### config.mk
export PLATFORM = sky130hd
export DESIGN_NAME = wire_link_ctrl_status_regs
export DESIGN_NICKNAME = d
export VERILOG_FILES = /design/src/wire_link_pkg.sv /design/src/error_flag_bank.sv /design/src/activation_filter.sv /design/src/wire_link_ctrl_status_regs.sv
export VERILOG_INCLUDE_DIRS = /design/src
export SDC_FILE = /design/constraint.sdc
export NUM_CORES = 1
export LEC_CHECK = 0
export CORE_UTILIZATION = 55
export DETAILED_ROUTE_END_ITERATION = 8
export DONT_BUFFER_PORTS = 1
export MAX_ROUTING_LAYER = met4
export PLACE_DENSITY_LB_ADDON = 0.08
export SETUP_SLACK_MARGIN = 0.3
export SYNTH_ARGS = -nofsm -noshare
export SYNTH_HDL_FRONTEND = slang
export SYNTH_SLANG_ARGS = --single-unit
export TNS_END_PERCENT = 30
### constraint.sdc
create_clock -name clk -period 4.88 [get_ports clk]
set_clock_uncertainty 0.05 [all_clocks]
set_input_delay 0.732 -clock clk [delete_from_list [all_inputs] [get_ports clk]]
set_output_delay 0.732 -clock clk [all_outputs]
set_load 0.02 [all_outputs]
### src/wire_link_defs.svh
`ifndef WIRE_LINK_DEFS_SVH
`define WIRE_LINK_DEFS_SVH

// Byte addresses on the processor bus
`define ADDR_IF_CTRL 32'h4000_0506
`define ADDR_ERR_LOW 32'h4000_0508
`define ADDR_ERR_HIGH 32'h4000_0509
`define ADDR_IRQ_STATUS 32'h4000_050A
`define ADDR_IRQ_ENABLE 32'h4000_050B

// digital_interface_control fields
`define CTRL_SPI_EN_BIT 0
`define CTRL_LINK_EN_BIT 2
`define CTRL_XCVR_BIT 3
`define CTRL_FILT_SEL_BIT 4
`define CTRL_WRITE0_BIT 7
`define CTRL_RESET 8'h05
`define CTRL_MASK 8'h9D

// Error flag layout: bits 0..7 low register, 8..9 high register
`define ERR_FLAG_COUNT 10
`define ERR_LOW_MASK 8'hFD
`define ERR_CLR_BIT 7
`define IRQ_BIT 0

// Activation filter timing
`define CLK_HZ 25000000
`define FILTER_LONG_MS 10
`define FILTER_SHORT_MS 1
`define CYCLES_PER_MS (`CLK_HZ / 1000)
`define FILTER_LONG_CYCLES (`FILTER_LONG_MS * `CYCLES_PER_MS)
`define FILTER_SHORT_CYCLES (`FILTER_SHORT_MS * `CYCLES_PER_MS)
`define FILTER_CNT_W 18

`endif

### src/wire_link_pkg.sv
`include "wire_link_defs.svh"

package wire_link_pkg;

    typedef enum logic [1:0] {
        LINE_IDLE = 2'b01,
        LINE_ACTIVE = 2'b10
    } line_state_t;

    typedef struct packed {
        logic [1:0] sync_r;
        line_state_t state_r;
        logic [`FILTER_CNT_W-1:0] cnt_r;
    } filter_state_t;

    typedef struct packed {
        logic [`ERR_FLAG_COUNT-1:0] flags_r;
    } flag_state_t;

    typedef struct packed {
        logic [7:0] ctrl_r;
        logic irq_flag_r;
        logic irq_en_r;
        logic irq_out_r;
        logic [7:0] rdata_r;
        logic rvalid_r;
    } regs_state_t;

endpackage : wire_link_pkg

### src/error_flag_bank.sv
`timescale 1ns/1ps
`include "wire_link_defs.svh"

module error_flag_bank
    import wire_link_pkg::*;
(
    input wire logic clk,
    input wire logic reset_n,
    input wire logic ce,
    input wire logic [`ERR_FLAG_COUNT-1:0] set_events,
    input wire logic clear_all,
    output logic [`ERR_FLAG_COUNT-1:0] flags
);
    flag_state_t s_r;
    flag_state_t s_nxt;

    // Set beats a simultaneous clear so no event is lost
    always_comb begin
        s_nxt = s_r;
        s_nxt.flags_r = set_events | (s_r.flags_r & ~{`ERR_FLAG_COUNT{clear_all}});
    end

    always_ff @(posedge clk) begin
        if (!reset_n) begin
            s_r <= '0;
        end else if (ce) begin
            s_r <= s_nxt;
        end
    end

    assign flags = s_r.flags_r;
endmodule : error_flag_bank

### src/activation_filter.sv
`timescale 1ns/1ps
`include "wire_link_defs.svh"

module activation_filter
    import wire_link_pkg::*;
#(
    parameter int LONG_CYCLES = `FILTER_LONG_CYCLES,
    parameter int SHORT_CYCLES = `FILTER_SHORT_CYCLES
) (
    input wire logic clk,
    input wire logic reset_n,
    input wire logic ce,
    input wire logic enable,
    input wire logic long_sel,
    input wire logic line_in,
    output logic line_active
);
    localparam logic [`FILTER_CNT_W-1:0] LONG_LAST =
        `FILTER_CNT_W'(LONG_CYCLES - 1);
    localparam logic [`FILTER_CNT_W-1:0] SHORT_LAST =
        `FILTER_CNT_W'(SHORT_CYCLES - 1);

    filter_state_t s_r;
    filter_state_t s_nxt;
    logic [`FILTER_CNT_W-1:0] last;
    logic differs;

    assign last = long_sel ? LONG_LAST : SHORT_LAST;
    assign differs = s_r.sync_r[1] != (s_r.state_r == LINE_ACTIVE);

    always_comb begin
        s_nxt = s_r;
        s_nxt.sync_r = {s_r.sync_r[0], line_in};
        if (!enable) begin
            s_nxt.state_r = LINE_IDLE;
            s_nxt.cnt_r = '0;
        end else if (!differs) begin
            // Any bounce restarts the full qualification time
            s_nxt.cnt_r = '0;
        end else if (s_r.cnt_r >= last) begin
            s_nxt.cnt_r = '0;
            unique case (s_r.state_r)
                LINE_IDLE: s_nxt.state_r = LINE_ACTIVE;
                LINE_ACTIVE: s_nxt.state_r = LINE_IDLE;
                default: s_nxt.state_r = LINE_IDLE;
            endcase
        end else begin
            s_nxt.cnt_r = s_r.cnt_r + 1'b1;
        end
    end

    always_ff @(posedge clk) begin
        if (!reset_n) begin
            s_r <= '0;
            s_r.state_r <= LINE_IDLE;
        end else if (ce) begin
            s_r <= s_nxt;
        end
    end

    assign line_active = (s_r.state_r == LINE_ACTIVE);
endmodule : activation_filter

### src/wire_link_ctrl_status_regs.sv
`timescale 1ns/1ps
`include "wire_link_defs.svh"

// Overview of operation
// - Port enable bit gates serial port
// - Link enable bit gates single-wire link
// - Transceiver bit connects supply, resets off
// - Filter select picks 10 ms or 1 ms
// - Flag low bit0 on slow sync rate
// - Flag low bit2 on short sync stop
// - Flag low bit3 on bad command stop level
// - Flag low bit4 on short command stop
// - Flag low bit5 on bad data stop level
// - Flag low bit6 on short data stop
// - Flag low bit7 on overdriven data stop
// - Flag high bit0 on sync tolerance error
// - Flag high bit1 on unknown command
// - High bit7 write-one clears all flags
// - Interrupt status bit0 reads pending interrupt
// - Writing one clears pending interrupt
// - Interrupt reaches processor only when enabled
module wire_link_ctrl_status_regs
    import wire_link_pkg::*;
#(
    parameter int LONG_CYCLES = `FILTER_LONG_CYCLES,
    parameter int SHORT_CYCLES = `FILTER_SHORT_CYCLES
) (
    input wire logic clk,
    input wire logic reset_n,
    input wire logic ce,
    input wire logic [31:0] reg_addr,
    input wire logic reg_wr,
    input wire logic reg_rd,
    input wire logic [7:0] reg_wdata,
    output logic [7:0] reg_rdata,
    output logic reg_rvalid,
    input wire logic sync_rate_low_error,
    input wire logic sync_stop_short_error,
    input wire logic cmd_stop_level_error,
    input wire logic cmd_stop_short_error,
    input wire logic data_stop_level_error,
    input wire logic data_stop_short_error,
    input wire logic data_stop_overdrive_error,
    input wire logic sync_tolerance_error,
    input wire logic invalid_command_error,
    input wire logic wire_link_irq_event,
    input wire logic line_in,
    output logic spi_enable,
    output logic wire_link_enable,
    output logic wire_transceiver_power,
    output logic activation_filter_select,
    output logic line_active,
    output logic irq
);
    regs_state_t s_r;
    regs_state_t s_nxt;
    logic [`ERR_FLAG_COUNT-1:0] err_set;
    logic [`ERR_FLAG_COUNT-1:0] err_flags;
    logic wr_ctrl;
    logic wr_high;
    logic wr_irq;
    logic wr_irq_en;
    logic error_flags_clear;
    logic [7:0] read_mux;

    function automatic logic hit(input logic [31:0] addr,
                                 input logic [31:0] target);
        hit = (addr == target);
    endfunction : hit

    assign wr_ctrl = reg_wr && hit(reg_addr, `ADDR_IF_CTRL);
    assign wr_high = reg_wr && hit(reg_addr, `ADDR_ERR_HIGH);
    assign wr_irq = reg_wr && hit(reg_addr, `ADDR_IRQ_STATUS);
    assign wr_irq_en = reg_wr && hit(reg_addr, `ADDR_IRQ_ENABLE);
    assign error_flags_clear = wr_high && reg_wdata[`ERR_CLR_BIT];

    // Event vector in register bit order; bit 1 is never set
    assign err_set = {
        invalid_command_error,
        sync_tolerance_error,
        data_stop_overdrive_error,
        data_stop_short_error,
        data_stop_level_error,
        cmd_stop_short_error,
        cmd_stop_level_error,
        sync_stop_short_error,
        1'b0,
        sync_rate_low_error
    };

    error_flag_bank u_flags (
        .clk(clk),
        .reset_n(reset_n),
        .ce(ce),
        .set_events(err_set),
        .clear_all(error_flags_clear),
        .flags(err_flags)
    );

    // Filter only runs while the link is up and its transceiver powered
    activation_filter #(
        .LONG_CYCLES(LONG_CYCLES),
        .SHORT_CYCLES(SHORT_CYCLES)
    ) u_filter (
        .clk(clk),
        .reset_n(reset_n),
        .ce(ce),
        .enable(wire_link_enable && wire_transceiver_power),
        .long_sel(activation_filter_select),
        .line_in(line_in),
        .line_active(line_active)
    );

    always_comb begin
        read_mux = 8'h00;
        if (hit(reg_addr, `ADDR_IF_CTRL)) begin
            read_mux = s_r.ctrl_r;
        end else if (hit(reg_addr, `ADDR_ERR_LOW)) begin
            read_mux = err_flags[7:0] & `ERR_LOW_MASK;
        end else if (hit(reg_addr, `ADDR_ERR_HIGH)) begin
            // Clear bit is a strobe and always reads back zero
            read_mux = {6'h00, err_flags[9:8]};
        end else if (hit(reg_addr, `ADDR_IRQ_STATUS)) begin
            read_mux = {7'h00, s_r.irq_flag_r};
        end else if (hit(reg_addr, `ADDR_IRQ_ENABLE)) begin
            read_mux = {7'h00, s_r.irq_en_r};
        end
    end

    always_comb begin
        s_nxt = s_r;
        if (wr_ctrl) begin
            // Bit 7 is kept as written; software owns keeping it 0
            s_nxt.ctrl_r = reg_wdata & `CTRL_MASK;
        end
        if (wr_irq_en) begin
            s_nxt.irq_en_r = reg_wdata[`IRQ_BIT];
        end
        // New event wins over a same-cycle write-one clear
        s_nxt.irq_flag_r = wire_link_irq_event |
            (s_r.irq_flag_r & ~(wr_irq & reg_wdata[`IRQ_BIT]));
        s_nxt.irq_out_r = s_nxt.irq_flag_r & s_nxt.irq_en_r;
        s_nxt.rvalid_r = reg_rd;
        if (reg_rd) begin
            s_nxt.rdata_r = read_mux;
        end
    end

    always_ff @(posedge clk) begin
        if (!reset_n) begin
            s_r <= '0;
            s_r.ctrl_r <= `CTRL_RESET;
        end else if (ce) begin
            s_r <= s_nxt;
        end
    end

    assign spi_enable = s_r.ctrl_r[`CTRL_SPI_EN_BIT];
    assign wire_link_enable = s_r.ctrl_r[`CTRL_LINK_EN_BIT];
    assign wire_transceiver_power = s_r.ctrl_r[`CTRL_XCVR_BIT];
    assign activation_filter_select = s_r.ctrl_r[`CTRL_FILT_SEL_BIT];
    assign irq = s_r.irq_out_r;
    assign reg_rdata = s_r.rdata_r;
    assign reg_rvalid = s_r.rvalid_r;
endmodule : wire_link_ctrl_status_regs

After elaboration in Yosys (flattened, before gate mapping):

Cells that the tools add are included.

* mux-type cells: 13
* divide/modulo/power cells: 0
* equal/unequal tests: 10
* add/subtract/negate cells: 1
* shift operators: 0
* bitwise gates (word level): 8
* reductions and logical operators: 9
* order comparisons: 1
* $mul: 0

Operators with widths (number)
* $eq 32x31->1 const B: 5
* $mux 18: 3
* $mux 20: 1
* $add 18x1->18 const B: 1
* $ge 18x18->1: 1
* $mux 8: 2
* $and 10x10->10: 1
* $not 10->10: 1
* $or 10x10->10: 1
* $mux 2: 4
* $logic_and 1x1->1: 6
* $ne 2x2->1 const B: 2
* $reduce_and 2->1: 2
* $and 1x1->1: 3
* $mux 1: 3
* $reduce_and 3->1: 1
* $eq 2x1->1 const B: 1
* $eq 2x2->1 const B: 1
* $ne 1x1->1: 1
* $not 1->1: 1
* $or 1x1->1: 1

* bits in writable memories: 0
* memory bits (read-only): 0
* latch bits: 0
* bits of input ports: 56
* memories: 0
* word-level logic and storage cells: 52
* output and inout port bits: 15
* register bits after elaboration: 49

Logic depth before layout (Yosys ltp):

* word-level depth: 7
* mapped depth: 8

Cells and area by module:

Synthesis repeated with hierarchy kept, for this count alone.

* cells, all modules: 302
* area, all modules: 2728.9 um2

By module, submodules not included
* activation_filter: cells an instance 145, area each 1320.0 um2, times used 1
* wire_link_ctrl_status_regs: cells an instance 112, area each 989.7 um2, times used 1
* error_flag_bank: cells an instance 45, area each 419.2 um2, times used 1

Worst setup path after synthesis:

Ideal clock, no wire load.

* kind: input -> register
* start point: input port reg_addr[20]
* end point: register s_r, in the netlist irq
* cell stages on the path: 5
* data required time: 4.713 ns
* path buffers: 0
* slack: 2.475 ns
* data arrival time: 2.238 ns
* cells stage by stage: nor4_1 -> nand3_1 -> nor4b_1 -> mux2_2 -> a32o_1

* word-level cells in the longest chain between the ends: 7
* elaborated cells between the ends (all ways): 10

Ends and longest elaborated chain
* from (decl): RTL line wire_link_ctrl_status_regs.sv:31 `input wire logic [31:0] reg_addr,`
* $eq 32x31->1: RTL line wire_link_ctrl_status_regs.sv:68 `hit = (addr == target);`
* $logic_and 1x1->1: RTL line wire_link_ctrl_status_regs.sv:73 `` assign wr_irq = reg_wr && hit(reg_addr, `ADDR_IRQ_STATUS); ``
* $and 1x1->1: RTL line wire_link_ctrl_status_regs.sv:141 `` (s_r.irq_flag_r & ~(wr_irq & reg_wdata[`IRQ_BIT])); ``
* $not 1->1: RTL line wire_link_ctrl_status_regs.sv:141
* $and 1x1->1: RTL line wire_link_ctrl_status_regs.sv:141
* $or 1x1->1: RTL line wire_link_ctrl_status_regs.sv:140 `s_nxt.irq_flag_r = wire_link_irq_event |`
* $and 1x1->1 (*): RTL line wire_link_ctrl_status_regs.sv:142 `s_nxt.irq_out_r = s_nxt.irq_flag_r & s_nxt.irq_en_r;`
* to (signal assigned): RTL line wire_link_ctrl_status_regs.sv:154 `s_r <= s_nxt;`
* to (decl): RTL line wire_link_ctrl_status_regs.sv:55 `regs_state_t s_r;`

Mark *: on every way between the ends. The rest lies on a longest branch, timed or not.
A chain may end at the register's enable or synchronous reset.

Worst setup path after layout:

* start point: register s_r, in the netlist activation_filter_select
* end point: register u_filter.s_r[15] (netlist name)

* word-level cells in the longest chain between the ends: 5

Ends and longest elaborated chain
* $mux 18: RTL line activation_filter.sv:28 `assign last = long_sel ? LONG_LAST : SHORT_LAST;`
* $ge 18x18->1: RTL line activation_filter.sv:40 `end else if (s_r.cnt_r >= last) begin`
* $mux 18: RTL line activation_filter.sv:40
* $mux 18: RTL line activation_filter.sv:37 `end else if (!differs) begin`
* $mux 20: RTL line activation_filter.sv:34 `if (!enable) begin`
* to (signal assigned): RTL line activation_filter.sv:57 `s_r <= s_nxt;`
* to (decl): RTL line activation_filter.sv:23 `filter_state_t s_r;`

No other way between the ends.

==> metrics.cfg <==
[run_status]
outcome=complete, no violations

[synth]
synth_adder_area_share_pct=4.039
synth_top_cell_by_area=dfxtp_1
ys_types=55
ys_warn_count=0
synth_cells=313
ys_ff_latch=48
synth-compound-area-share_pct=18.99
netlist.area_leader.share_pct=34.47
syn_area_per_cell_sq_um=8.906
yosysMostFrequentCell=dfxtp_1
synth_top_family_by_area=simple AND/OR/NAND/NOR gates
synthSimpleGateAreaFrac_pct=30.61
async_reset_ff_share_pct=0
synth_ff_type=dfxtp_1
yosys-top-cells-area=dfxtp_1, nand2_1, nand3_1, a22oi_2, ha_1
ys_seq_area_share_pct=34.47
netlist_area_sq_mm=0.002788
synth_edf_count=0
syn_nets=378
synth_common_cells=dfxtp_1, nand2_1, nand3_1
synthXorXnorAreaFrac_pct=1.571
synthMuxAreaShare_pct=3.995

[worst_setup_path]
cp-end-kind=flop
rr_startpoint=activation_filter_select
critPathRequiredTime_ps=5060
critical_path_class=flop to flop
crit_path_max_fanout=15
reg2regPathDepth=8
cp-endpoint=u_filter.s_r[15]
reg2reg_slack_ps=1700
arrival_ps=3360
critical_path.max_stage_delay_ps=670
cp-startpoint=activation_filter_select
start_kind=flop
cp_cell_sequence=inv_1, ha_1, and4b_1, a211oi_1, a2bb2oi_1, buf_4, nand2_1, o211ai_1
cpMaxStageDelayCell=a2bb2oi_1
worstReg2RegEnd=u_filter.s_r[15]

[timing]
tns_ps=0
rsz0062_at_grt=no
finalCritPeriodShare_pct=65.20
hold_viol=0
finalMaxSlewViolations=0
fin_crit_ps=3182
setup_viol=0
fin_ws_ps=1698
fmax_ghz=0.3143
maxSlewHeadroom_pct=49.49
worstMarginPinSlew_ps=754.7

[layout]
diodes=0
finalNetCount=362
syn_to_final_growth_pct=2.424
drive_gt1_share_pct=9.732
finalInstanceArea_sq_mm=0.002855

[place]
gp_congestion=0.7773
dpl.hpwl_um=4046
dpl_worst_slack_ps=1723
port_buffers=0
dpl_cell_area_sq_mm=0.002740

[floorplan]
start_util_pct=58.25
core_sq_mm=0.004786
die-area_sq_mm=0.005358
ioPinCount=71
die_w_um=73.20
die_h_um=73.20
num_rows=25

[global_routing]
antenna_found_initial=0
grt_usage_pct=23.53
grt_pass1_wl_um=9466
grt_overflow=0
grt_pass1_vias=2028
grt_max_degree=40

[drt]
drc=0
antenna_left=0
first_pass_iters=6
num_vias=2228
wl_um=5696
routed_via_density=6.104
wl_per_cell_um=15.61
drtIter0Drc=125

[pwr]
p_leak_uw=0.0009623
powerDensity_mw_per_mm2=259.2
power_uw=740.1
peakVddDrop_mv=0.2041

[cts]
cts_setup_buffers=0
cts_resized=0
cts_root_buf=clkbuf_8
cts_tree=built
path_clk_slew_ps=90
cts_made_buffers=5
postCtsHoldBufs=0
ctsHtreeMaxLevel=2
cts_sinks=48
clock_latency_ps=300
cts_buffer_depth=2

[worst_hold_path]
holdCritPathClass=flop to flop

[job]
drv_cap=0

[area by class of cell]
type	count	area, sq um
clock buffers	5	68.82
clock inverters	3	46.29
fillers	437	1931
inverters	8	30.03
multi-input cells	232	1650
flip-flops and latches	48	960.9
well taps	67	83.83
repair buffers	2	15.01
[sequential cells by signal (all words and copies together) (netlist names)]
signal	flops
wire_link_enable	1
u_filter.s_nxt	1
reg_rvalid	1
u_filter.s_r	21
irq	1
spi_enable	1
s_r	3
wire_transceiver_power	1
u_flags.flags	9
reg_rdata	8
activation_filter_select	1
[logic make-up after synthesis]
group,Yosys count
xor+xnor,5
compound gates,69
fa+ha+maj,9
mux,11
buf+inv,33
simple gates,138
flops,48
[report_power, final]
part / switching (uW) / internal, uW / leakage, uW
registers: 8.13 / 400 / 0.000390
clock network: 142 / 154 / 0.0000548
logic: 14.8 / 20.4 / 0.000517
total: 165 / 575 / 0.000962
[metrics by stage]
step                      instances  util [%]  hold slack [ps]
after floorplan                 313         -            384.5
after global placement          357     57.25            398.4
after detailed placement        357     57.25            402.2
after CTS                       365     59.66            424.0
after global routing            365     59.66            455.6
final                           365     59.66            426.7
[placed cells by master (no fill, tap or decap), drive strengths merged, types with 4 or more instances in the layout]
cell     n
inv      9
a31oi   12
nand3   23
o211ai   7
nor3     6
a221oi   4
nor4     8
ha       9
dfxtp   48
a22oi    9
clkbuf   5
o21ai   14
nor2b   17
nor4b    4
nor2    11
a21boi   5
mux2i   10
nand4    9
nand2   37
[worst max-delay path: cells and delay by family, from the launching register on]
kind / cells / cell delay (ps)
adder cells (fa/ha/maj): 1 / 330
buffers and inverters: 2 / 550
AND/OR/NAND/NOR: 2 / 390
AO/OA/AOI/OAI: 3 / 1170
flip-flops: 1 / 620
[per-layer routing]
metal | up-vias | global-route usage, % | routed length [um]
met5 | - | - | 0
met4 | 0 | 6.536 | 70
met3 | 5 | 5.663 | 427
met2 | 86 | 35.60 | 2545
met1 | 1011 | 31.20 | 2652
li1 | 1126 | - | -
[worst min-delay path by stage]
stage,from,to,cells past startpoint
floorplan,s_r[19],s_r[19],2
global placement,s_r[19],s_r[19],2
detailed placement,s_r[19],s_r[19],2
CTS,s_r[19],s_r[19],2
global route,reset_n,spi_enable,1
finish,s_r[19],s_r[19],2
No activity file was read; power rests on OpenSTA's default activity.
